### src/hdl/iprg_pkg.sv
// Constants for the interrupt priority register slice.
// Assumes a 32-bit Avalon-MM register bus with byte addresses.
package iprg_pkg;

	// Register byte offsets on the bus.
	localparam logic [4:0] OFS_SERIAL_PRIO  = 5'h00;
	localparam logic [4:0] OFS_VOLT_PRIO    = 5'h04;
	localparam logic [4:0] OFS_WAKE_PRIO    = 5'h08;
	localparam logic [4:0] OFS_CTRL_STATUS  = 5'h0c;

	// Priority field width, layout and value after reset (level 4).
	localparam int         PRIO_W           = 3;
	localparam logic [2:0] PRIO_RESET       = 3'h4;
	localparam logic [2:0] PRIO_OFF         = 3'h0;
	localparam int         PORT2_LSB        = 8;
	localparam int         PORT1_LSB        = 4;
	localparam int         VOLT_LSB         = 0;
	localparam int         WAKE_LSB         = 0;

	// Control and status register upper-byte layout.
	localparam int         PEND_BIT         = 15;
	localparam int         HOLD_BIT         = 13;
	localparam int         LEVEL_LSB        = 8;
	localparam int         LEVEL_W          = 4;
	localparam logic       HOLD_RESET       = 1'b0;
	localparam logic       PEND_RESET       = 1'b0;
	localparam logic [3:0] LEVEL_RESET      = 4'h0;

	// Bus answer values after reset.
	localparam logic        WAIT_RESET      = 1'b1;
	localparam logic [31:0] RDATA_RESET     = 32'h0000_0000;

endpackage : iprg_pkg

### src/hdl/iprg_regs.sv
// Interrupt priority registers and the control/status upper byte.
// Assumes an Avalon-MM master on core_clk and arbitration logic on the same clock.
`timescale 1ns/1ps
module iprg_regs #(
	parameter bit HAS_SERIAL_PRIO = 1'b1
) (
	// Clock and reset.
	input  wire logic        core_clk,
	input  wire logic        rst_b,
	// Avalon-MM slave.
	input  wire logic [4:0]  avs_address,
	input  wire logic        avs_read,
	input  wire logic        avs_write,
	input  wire logic [3:0]  avs_byteenable,
	input  wire logic [31:0] avs_writedata,
	output logic [31:0]      avs_readdata,
	output logic             avs_waitrequest,
	// Arbitration status in.
	input  wire logic        arb_request_pending,
	input  wire logic [3:0]  arb_irq_level,
	// Priorities out to arbitration.
	output logic [2:0]       port2_error_prio,
	output logic [2:0]       port1_error_prio,
	output logic [2:0]       volt_detect_prio,
	output logic [2:0]       lowpower_wake_prio,
	output logic [3:0]       source_enable,
	output logic             vector_hold
);

	logic        req;
	logic        accept;
	logic        wr_serial;
	logic        wr_volt;
	logic        wr_wake;
	logic        wr_ctrl;
	logic [31:0] read_mux;
	logic        core_request_pending_reg;
	logic [3:0]  current_irq_level_reg;
	logic        vector_hold_reg;
	logic        wait_reg;
	logic [31:0] rdata_reg;

	if (HAS_SERIAL_PRIO !== 1'b0 && HAS_SERIAL_PRIO !== 1'b1) begin : g_bad_variant
		$error("HAS_SERIAL_PRIO must be 0 or 1.");
	end

	assign req    = avs_read || avs_write;
	assign accept = req && !wait_reg;

	// Writes take effect only at the edge that ends the request.
	assign wr_serial = accept && avs_write && (avs_address == iprg_pkg::OFS_SERIAL_PRIO);
	assign wr_volt   = accept && avs_write && (avs_address == iprg_pkg::OFS_VOLT_PRIO);
	assign wr_wake   = accept && avs_write && (avs_address == iprg_pkg::OFS_WAKE_PRIO);
	assign wr_ctrl   = accept && avs_write && (avs_address == iprg_pkg::OFS_CTRL_STATUS);

	iprg_prio_field #(
		.PRESENT (HAS_SERIAL_PRIO)
	) u_port2 (
		.core_clk   (core_clk),
		.rst_b      (rst_b),
		.wr_en      (wr_serial && avs_byteenable[1]),
		.wr_data    (avs_writedata[iprg_pkg::PORT2_LSB +: 3]),
		.prio_reg   (port2_error_prio),
		.enable_reg (source_enable[0])
	);

	iprg_prio_field #(
		.PRESENT (HAS_SERIAL_PRIO)
	) u_port1 (
		.core_clk   (core_clk),
		.rst_b      (rst_b),
		.wr_en      (wr_serial && avs_byteenable[0]),
		.wr_data    (avs_writedata[iprg_pkg::PORT1_LSB +: 3]),
		.prio_reg   (port1_error_prio),
		.enable_reg (source_enable[1])
	);

	iprg_prio_field #(
		.PRESENT (1'b1)
	) u_volt (
		.core_clk   (core_clk),
		.rst_b      (rst_b),
		.wr_en      (wr_volt && avs_byteenable[0]),
		.wr_data    (avs_writedata[iprg_pkg::VOLT_LSB +: 3]),
		.prio_reg   (volt_detect_prio),
		.enable_reg (source_enable[2])
	);

	iprg_prio_field #(
		.PRESENT (1'b1)
	) u_wake (
		.core_clk   (core_clk),
		.rst_b      (rst_b),
		.wr_en      (wr_wake && avs_byteenable[0]),
		.wr_data    (avs_writedata[iprg_pkg::WAKE_LSB +: 3]),
		.prio_reg   (lowpower_wake_prio),
		.enable_reg (source_enable[3])
	);

	always_ff @(posedge core_clk) begin
		if (!rst_b) begin
			vector_hold_reg <= iprg_pkg::HOLD_RESET;
		end else if (wr_ctrl && avs_byteenable[1]) begin
			vector_hold_reg <= avs_writedata[iprg_pkg::HOLD_BIT];
		end
	end
	assign vector_hold = vector_hold_reg;

	always_ff @(posedge core_clk) begin
		if (!rst_b) begin
			core_request_pending_reg <= iprg_pkg::PEND_RESET;
			current_irq_level_reg    <= iprg_pkg::LEVEL_RESET;
		end else begin
			core_request_pending_reg <= arb_request_pending;
			current_irq_level_reg    <= arb_irq_level;
		end
	end

	always_comb begin
		read_mux = 32'h0000_0000;
		unique case (avs_address)
			iprg_pkg::OFS_SERIAL_PRIO: begin
				read_mux[iprg_pkg::PORT2_LSB +: 3] = port2_error_prio;
				read_mux[iprg_pkg::PORT1_LSB +: 3] = port1_error_prio;
			end
			iprg_pkg::OFS_VOLT_PRIO: begin
				read_mux[iprg_pkg::VOLT_LSB +: 3] = volt_detect_prio;
			end
			iprg_pkg::OFS_WAKE_PRIO: begin
				read_mux[iprg_pkg::WAKE_LSB +: 3] = lowpower_wake_prio;
			end
			iprg_pkg::OFS_CTRL_STATUS: begin
				read_mux[iprg_pkg::PEND_BIT]                   = core_request_pending_reg;
				read_mux[iprg_pkg::HOLD_BIT]                   = vector_hold_reg;
				read_mux[iprg_pkg::LEVEL_LSB +: iprg_pkg::LEVEL_W] = current_irq_level_reg;
			end
			default: begin
				read_mux = 32'h0000_0000;
			end
		endcase
	end

	// Waitrequest drops for one cycle after a request is seen; read data load then.
	always_ff @(posedge core_clk) begin
		if (!rst_b) begin
			wait_reg <= iprg_pkg::WAIT_RESET;
		end else if (req && wait_reg) begin
			wait_reg <= 1'b0;
		end else begin
			wait_reg <= 1'b1;
		end
	end

	always_ff @(posedge core_clk) begin
		if (!rst_b) begin
			rdata_reg <= iprg_pkg::RDATA_RESET;
		end else if (avs_read && wait_reg) begin
			rdata_reg <= read_mux;
		end
	end

	assign avs_waitrequest = wait_reg;
	assign avs_readdata    = rdata_reg;

	// Checks.
	logic [4:0] s_acc;
	assign s_acc = avs_address;

	property p_level_decode;
		@(posedge core_clk) disable iff (!rst_b)
		source_enable[2] == (volt_detect_prio != 3'h0);
	endproperty
	a_level_decode: assert property (p_level_decode)
		else $error("Voltage detect enable wrong for its priority.");

	property p_port2_write;
		@(posedge core_clk) disable iff (!rst_b)
		(wr_serial && avs_byteenable[1]) |=>
			port2_error_prio == (HAS_SERIAL_PRIO ? $past(avs_writedata[10:8]) : 3'h0);
	endproperty
	a_port2_write: assert property (p_port2_write)
		else $error("Second port priority did not take bits 10:8.");

	property p_port1_write;
		@(posedge core_clk) disable iff (!rst_b)
		(wr_serial && avs_byteenable[0]) |=>
			port1_error_prio == (HAS_SERIAL_PRIO ? $past(avs_writedata[6:4]) : 3'h0);
	endproperty
	a_port1_write: assert property (p_port1_write)
		else $error("First port priority did not take bits 6:4.");

	property p_volt_read;
		@(posedge core_clk) disable iff (!rst_b)
		(accept && avs_read && s_acc == iprg_pkg::OFS_VOLT_PRIO) |->
			(avs_readdata == {29'h0, volt_detect_prio});
	endproperty
	a_volt_read: assert property (p_volt_read)
		else $error("Voltage detect register read wrong.");

	property p_wake_write;
		@(posedge core_clk) disable iff (!rst_b)
		(wr_wake && avs_byteenable[0]) |=> lowpower_wake_prio == $past(avs_writedata[2:0]);
	endproperty
	a_wake_write: assert property (p_wake_write)
		else $error("Wake-up priority did not take bits 2:0.");

	property p_reset_level;
		@(posedge core_clk)
		!rst_b |=> (volt_detect_prio == 3'h4 && lowpower_wake_prio == 3'h4 &&
			port1_error_prio == (HAS_SERIAL_PRIO ? 3'h4 : 3'h0));
	endproperty
	a_reset_level: assert property (p_reset_level)
		else $error("Priority fields not at level four after reset.");

	property p_serial_zero;
		@(posedge core_clk) disable iff (!rst_b)
		(accept && avs_read && s_acc == iprg_pkg::OFS_SERIAL_PRIO) |->
			(avs_readdata[31:11] == 21'h0 && avs_readdata[7] == 1'b0 &&
			avs_readdata[3:0] == 4'h0);
	endproperty
	a_serial_zero: assert property (p_serial_zero)
		else $error("Unimplemented serial register bits read nonzero.");

	property p_status_read;
		@(posedge core_clk) disable iff (!rst_b)
		(accept && avs_read && s_acc == iprg_pkg::OFS_CTRL_STATUS) |->
			(avs_readdata[14] == 1'b0 && avs_readdata[12] == 1'b0 &&
			avs_readdata[13] == vector_hold_reg);
	endproperty
	a_status_read: assert property (p_status_read)
		else $error("Status byte read wrong.");

	property p_hold_stable;
		@(posedge core_clk) disable iff (!rst_b)
		!wr_serial |=> $stable(port2_error_prio) && $stable(port1_error_prio);
	endproperty
	a_hold_stable: assert property (p_hold_stable)
		else $error("Serial priority changed without a write.");

	property p_level_follows;
		@(posedge core_clk) disable iff (!rst_b)
		##1 (current_irq_level_reg == $past(arb_irq_level) &&
			core_request_pending_reg == $past(arb_request_pending));
	endproperty
	a_level_follows: assert property (p_level_follows)
		else $error("Level or pending not tracking arbitration.");

	property p_answer_bound;
		@(posedge core_clk) disable iff (!rst_b)
		req |-> ##[0:1] !avs_waitrequest;
	endproperty
	a_answer_bound: assert property (p_answer_bound)
		else $error("Bus answer later than one cycle.");

	property p_wake_read;
		@(posedge core_clk) disable iff (!rst_b)
		(accept && avs_read && s_acc == iprg_pkg::OFS_WAKE_PRIO) |->
			(avs_readdata == {29'h0, lowpower_wake_prio});
	endproperty
	a_wake_read: assert property (p_wake_read)
		else $error("Wake-up register read wrong.");

	property p_unmapped_read;
		@(posedge core_clk) disable iff (!rst_b)
		(accept && avs_read && s_acc != iprg_pkg::OFS_SERIAL_PRIO &&
			s_acc != iprg_pkg::OFS_VOLT_PRIO && s_acc != iprg_pkg::OFS_WAKE_PRIO &&
			s_acc != iprg_pkg::OFS_CTRL_STATUS) |-> (avs_readdata == 32'h0000_0000);
	endproperty
	a_unmapped_read: assert property (p_unmapped_read)
		else $error("Unmapped address read nonzero.");

	property p_hold_write;
		@(posedge core_clk) disable iff (!rst_b)
		(wr_ctrl && avs_byteenable[1]) |=> vector_hold_reg == $past(avs_writedata[13]);
	endproperty
	a_hold_write: assert property (p_hold_write)
		else $error("Hold bit did not take bit 13.");

	property p_status_level;
		@(posedge core_clk) disable iff (!rst_b)
		(accept && avs_read && s_acc == iprg_pkg::OFS_CTRL_STATUS) |->
			(avs_readdata[15] == $past(core_request_pending_reg) &&
			avs_readdata[11:8] == $past(current_irq_level_reg) &&
			avs_readdata[7:0] == 8'h00 && avs_readdata[31:16] == 16'h0000);
	endproperty
	a_status_level: assert property (p_status_level)
		else $error("Status level or pending read wrong.");

	c_read_serial: cover property (@(posedge core_clk) disable iff (!rst_b)
		accept && avs_read && s_acc == iprg_pkg::OFS_SERIAL_PRIO);
	c_write_wake: cover property (@(posedge core_clk) disable iff (!rst_b)
		wr_wake && avs_writedata[2:0] == 3'h0);
	c_level_change: cover property (@(posedge core_clk) disable iff (!rst_b)
		$changed(current_irq_level_reg));
	c_status_pending: cover property (@(posedge core_clk) disable iff (!rst_b)
		accept && avs_read && s_acc == iprg_pkg::OFS_CTRL_STATUS && avs_readdata[15]);

endmodule : iprg_regs

### src/hdl/iprg_prio_field.sv
// One three-bit priority field with its enable decode.
// Assumes the write strobe and data come from the bus slave on the same clock.
`timescale 1ns/1ps
module iprg_prio_field #(
	parameter bit PRESENT = 1'b1
) (
	// Clock and reset.
	input  wire logic       core_clk,
	input  wire logic       rst_b,
	// Write side.
	input  wire logic       wr_en,
	input  wire logic [2:0] wr_data,
	// Field outputs.
	output logic [2:0]      prio_reg,
	output logic            enable_reg
);

	always_ff @(posedge core_clk) begin
		if (!rst_b) begin
			prio_reg   <= PRESENT ? iprg_pkg::PRIO_RESET : iprg_pkg::PRIO_OFF;
			enable_reg <= PRESENT;
		end else if (wr_en && PRESENT) begin
			prio_reg   <= wr_data;
			enable_reg <= (wr_data != iprg_pkg::PRIO_OFF);
		end
	end

	property p_enable_matches;
		@(posedge core_clk) disable iff (!rst_b)
		enable_reg == (prio_reg != iprg_pkg::PRIO_OFF);
	endproperty
	a_enable_matches: assert property (p_enable_matches)
		else $error("Source enable disagrees with priority value.");

	property p_absent_zero;
		@(posedge core_clk) disable iff (!rst_b)
		!PRESENT |-> (prio_reg == iprg_pkg::PRIO_OFF && !enable_reg);
	endproperty
	a_absent_zero: assert property (p_absent_zero)
		else $error("Absent field does not read as zero.");

endmodule : iprg_prio_field

### config.mk
export PLATFORM = sky130hd
export DESIGN_NAME = iprg_regs
export DESIGN_NICKNAME = d
export VERILOG_FILES = /design/src/hdl/iprg_pkg.sv /design/src/hdl/iprg_regs.sv /design/src/hdl/iprg_prio_field.sv
export SDC_FILE = /design/constraint.sdc
export NUM_CORES = 1
export LEC_CHECK = 0
export BUFFER_PORTS_ARGS = -buffer_cell sky130_fd_sc_hd__buf_4
export CELL_PAD_IN_SITES_DETAIL_PLACEMENT = 0
export CELL_PAD_IN_SITES_GLOBAL_PLACEMENT = 1
export CORE_ASPECT_RATIO = 2
export CORE_MARGIN = 3
export CORE_UTILIZATION = 32
export CTS_CLUSTER_DIAMETER = 80
export DETAILED_ROUTE_END_ITERATION = 6
export GPL_TIMING_DRIVEN = 0
export PLACE_DENSITY = 0.85
export SYNTH_ARGS = -nofsm -noshare
export SYNTH_HDL_FRONTEND = slang
export SYNTH_SLANG_ARGS = --single-unit
export TNS_END_PERCENT = 20
### constraint.sdc
create_clock -name core_clk -period 4.3 [get_ports core_clk]
set_input_delay 0 -clock core_clk [delete_from_list [all_inputs] [get_ports core_clk]]
set_output_delay 0 -clock core_clk [all_outputs]
set_load 0.1 [all_outputs]
== Word level (Yosys, flattened, before mapping) ==
Cells that the tools add are included.

* Output and inout port bits: 50
* Logic and storage cells: 42
* Register bits: 35

* Equal/unequal tests: 3
* Multiplexer cells: 7
* Reduce and logical (&&, ||, !) cells: 19

{| class="wikitable"
|+ Operators with widths
! kind !! number
|-
| $logic_and A1 B1 Y1 || 13
|-
| $pmux W3 S2 || 2
|-
| $eq A5 B4 Y1 const B || 2
|-
| $reduce_bool A3 Y1 || 3
|-
| $eq A5 B3 Y1 const B || 1
|-
| $logic_not A5 Y1 || 1
|-
| $mux W1 || 4
|-
| $mux W3 || 1
|-
| $logic_not A1 Y1 || 1
|-
| $logic_or A1 B1 Y1 || 1
|}

== Longest topological paths before layout ==
* Depth in word-level cells: 5
* Gate-level depth with buffers: 5

== Hierarchy ==
Synthesis repeated with hierarchy kept, for this count alone.

* Cells, all modules: 172
* Area total of the unflattened synthesis: 1645.3 um^2

{| class="wikitable"
|+ By module, submodules not included
! module !! area each (um^2) !! times used !! cells each
|-
| iprg_regs || 964.7 || 1 || 116
|-
| iprg_prio_field || 170.2 || 4 || 14
|}

== Worst setup path after synthesis ==
Ideal clock, no wire load.

* Path type: register to register
* From: register wait_reg, in the netlist avs_waitrequest
* To: register rdata_reg[13], in the netlist avs_readdata[13]
* Period minus slack after synthesis: 1.910 ns
* Arrival: 1.840 ns
* Cell stages (with the launch flop): 6
* Required time: 4.230 ns
* Slack: 2.390 ns
* Path through: dfxtp_1 buf_6 and2_1 clkbuf_1 nand4_1 a21oi_1

* Longest elaborated chain between the ends: 1

{| class="wikitable"
|+ Ends and longest elaborated chain
! element !! line !! RTL
|-
| start: declaration || iprg_regs.sv:40 || <nowiki>logic wait_reg;</nowiki>
|-
| start signal: assignment || iprg_regs.sv:146 || <nowiki>wait_reg <= iprg_pkg::WAIT_RESET;</nowiki>
|-
| $logic_and A1 B1 Y1 || iprg_regs.sv:157 || <nowiki>end else if (avs_read && wait_reg) begin</nowiki>
|-
| end signal: assignment || iprg_regs.sv:156 || <nowiki>rdata_reg <= iprg_pkg::RDATA_RESET;</nowiki>
|-
| end signal: assignment || iprg_regs.sv:158 || <nowiki>rdata_reg <= read_mux;</nowiki>
|-
| end: declaration || iprg_regs.sv:41 || <nowiki>logic [31:0] rdata_reg;</nowiki>
|}

No other way between the ends.
A chain may end at the register's enable or synchronous reset.

== Final worst setup path ==
* From: register wait_reg, in the netlist avs_waitrequest
* To: register u_port1.enable_reg

* Longest elaborated chain between the ends: 5

{| class="wikitable"
|+ Ends and longest elaborated chain
! element !! line !! RTL
|-
| $logic_not A1 Y1 || iprg_regs.sv:48 || <nowiki>assign accept = req && !wait_reg;</nowiki>
|-
| $logic_and A1 B1 Y1 || iprg_regs.sv:48 ||
|-
| $logic_and A1 B1 Y1 (2 in a row) || iprg_regs.sv:51 || <nowiki>assign wr_serial = accept && avs_write && (avs_address == iprg_pkg::OFS_SERIAL_PRIO);</nowiki>
|-
| $logic_and A1 B1 Y1 || iprg_regs.sv:72 || <nowiki>.wr_en (wr_serial && avs_byteenable[0]),</nowiki>
|-
| end signal: assignment || iprg_prio_field.sv:24 || <nowiki>enable_reg <= (wr_data != iprg_pkg::PRIO_OFF);</nowiki>
|-
| end: declaration || iprg_prio_field.sv:15 || <nowiki>output logic enable_reg</nowiki>
|}

No other way between the ends.

==> key figures <==
Outcome
  – Outcome: finished, final reports clean

Finish
  – Syn-to-layout area delta: 47.9%
  – Max reg flops: 12
  – Layout cell share with drive strength beyond 1: 33.2%
  – Cell area after layout: 2550 um2
  – Cell Count, Final, Fillers Out: 353
  – ANT cells: 0
  – Share of the core filled with cells: 49.1%
  – Fin nets: 345

Synth
  – Number of flops mapped to enable cells by yosys: 0
  – Async set or reset register ratio after synthesis: 0%
  – Synthesis-stage register bit count: 35
  – Number of synthesis warnings: 0
  – Synth unique cells: 32
  – Main synth FF type: dfxtp_1
  – Syn Inst Count: 196
  – Sequential area share after synthesis: 40.7%
  – Synthesized area: 1720 um2
  – Syn_area_per_cell: 8.78 um2

Route
  – DRT iter0 DRCs: 37
  – Metal-1 WL: 1680 um
  – DRT antenna net count: 0
  – Wire per inst: 13.6 um
  – Wire length on met2: 2560 um
  – TritonRoute pass-1 iters: 4
  – Drc violations: 0
  – Uppermost routed layer: met4
  – Average via count per standard cell: 4.86
  – Met3 WL: 284 um
  – Vias: 1714
  – Final WL: 4810 um

Global route
  – Overall Global Routing Usage: 15.2%
  – Antenna violations before repair: 0
  – First-pass GRT wire length: 7350 um
  – Vias in the first global route: 1642
  – Largest net degree at the start of global routing: 11
  – Grt ovf: 0

Floorplanning
  – I/O pin total: 100
  – Die Width: 57.9 um
  – Die height: 110 um
  – Core ar.: 5180 um2
  – # rows: 37
  – Die footprint: 6350 um2
  – Initial core utilization: 33.2%

Critical path
  – CP cell instances: buf_6 -> or4b_1 -> buf_2 -> nor3_2 -> o21ai_1
  – Critical-path maximum fanout: 10
  – Critical Path Source Type: register
  – Setup CP Type: reg2reg
  – Cell family with most CP delay: simple AND/OR/NAND/NOR gates
  – Slowest CP cell: or4b_1
  – FF-to-FF path depth: 5
  – CP required: 4460 ps
  – Worst r2r dst: u_port1.enable_reg
  – Crit path DAT: 1630 ps
  – Slowest stage delay, CP: 450 ps
  – Critical path buffers and inverters: 2
  – R2r setup slk: 2820 ps
  – CP endpoint kind: register
  – Reg2reg start: avs_waitrequest

Worst hold path
  – Hold Crit Start: avs_writedata[5]
  – Hold Path Class: in2reg
  – Hold Path Sink: u_port1.prio_reg[1]
  – Hold path cells: 3

CTS
  – Max clock buf depth: 2
  – Worst-skew pair later-pin latency: 290 ps
  – CTS tree: yes
  – Clock-pin slew on the worst setup and hold paths: 70 ps
  – H-tree depth: 2
  – Cell chosen for the clock root: clkbuf_8
  – Setup bufs post-CTS: 0
  – CTS resizes: 0
  – Sink Count: 35
  – CTS Buf Count: 5
  – Hold Buf Count CTS: 18

STA
  – Worst-margin pin slew: 615 ps
  – Setup TNS: 0 ps
  – RSZ-0062 raised after global routing: false
  – Fmax: 678 MHz
  – Final Hold Fails: 0
  – Max-slew violation count: 0
  – Worst slew margin relative to its limit: 58.9%
  – Tcrit/Tclk final: 34.3%
  – Worst Skew: 4.90 ps
  – Min Tclk post-route: 1480 ps
  – Final setup viols: 0

Run
  – Max-Cap Viols: 0

Placed design
  – Placed cell count: 328
  – Area after DPL: 2280 um2
  – Port bufs: 55
  – Post-DP HPWL: 3670 um
  – Routability cong.: 0.805

Pwr
  – LEAKAGE: 0.00109 uW
  – VDD IR max: 0.235 mV
  – Pwr/cell area: 303 nW/um2
[Yosys cell counts (3+ instances only)]
cell type | n | area [um2]
nand4_1 | 7 | 43.8
buf_4 | 24 | 180
o211ai_1 | 4 | 30.0
o21ai_1 | 14 | 70.1
and3b_1 | 6 | 52.6
dfxtp_1 | 35 | 701
and2_1 | 7 | 43.8
buf_2 | 3 | 15.0
nand2_1 | 10 | 37.5
clkbuf_1 | 7 | 26.3
o21ai_0 | 3 | 15.0
nor3_2 | 3 | 30.0
a21oi_1 | 23 | 115
a31oi_1 | 3 | 18.8
nand3_1 | 21 | 105
nor2_1 | 3 | 11.3
[cells in the final DEF (no fill, tap or decap), types with 7 or more instances in the layout]
master         count
buf_4             79
dfxtp_1           35
a21oi_1           23
nand3_1           21
conb_1            20
dlygate4sd3_1     18
o21ai_1           14
nand2_1           10
clkbuf_1           7
and2_1             7
nand4_1            7
[through the flow]
step	worst slack (ps)	hold WS, ps	power, uW
2_1_floorplan	2390	116	484
3_3_place_gp	2810	211	522
3_5_place_dp	2840	215	523
4_1_cts	2810	2.20	777
5_1_grt	2730	20.9	796
6_report	2820	7.34	772
[worst max path at each step]
stage / start / endpoint / slack, ps / cells past startpoint
floorplan: avs_waitrequest / avs_readdata[13] / 2390 / 5
global placement: avs_waitrequest / u_port2.enable_reg / 2810 / 5
detailed placement: avs_waitrequest / u_port2.enable_reg / 2840 / 5
CTS: avs_waitrequest / u_port2.enable_reg / 2810 / 5
global route: avs_waitrequest / u_port2.prio_reg[1] / 2730 / 5
finish: avs_waitrequest / u_port1.enable_reg / 2820 / 5
[power by group]
group | total, uW | leakage, uW | internal, uW | switching [uW]
clock | 242 | 0.0000470 | 126 | 117
sequential | 332 | 0.000284 | 330 | 2.55
combinational | 198 | 0.000759 | 56.4 | 141
total | 772 | 0.00109 | 512 | 260
[routing by layer]
layer / GRT usage (%) / vias to the layer above
li1: - / 858
met1: 13.7 / 757
met2: 28.8 / 76
met3: 1.88 / 23
met4: 12.3 / 0
met5: 0 / -
[tightest hold or removal path: cells and delay by family]
family | cells | cell delay (ps)
buf+inv | 1 | 110
simple gates | 1 | 70
compound gates | 1 | 70
[kinds of logic after synthesis]
kind of cell / count (synthesis) / share of synthesized area [%]
simple gates: 71 / 28.3
compound gates: 50 / 16.0
buf+inv: 39 / 14.8
flops: 35 / 40.7
other cells: 1 / 0.218
[layout make-up]
cell class	instances	area, um2
clock inverters	1	5.00
well taps	58	72.6
multi-input cells	141	837
fillers	532	2640
plain buffers	37	248
inverters	2	7.51
flip-flops and latches	35	701
repair buffers	73	593
clock buffers	6	82.6
(Power assumes the default switching activity.)
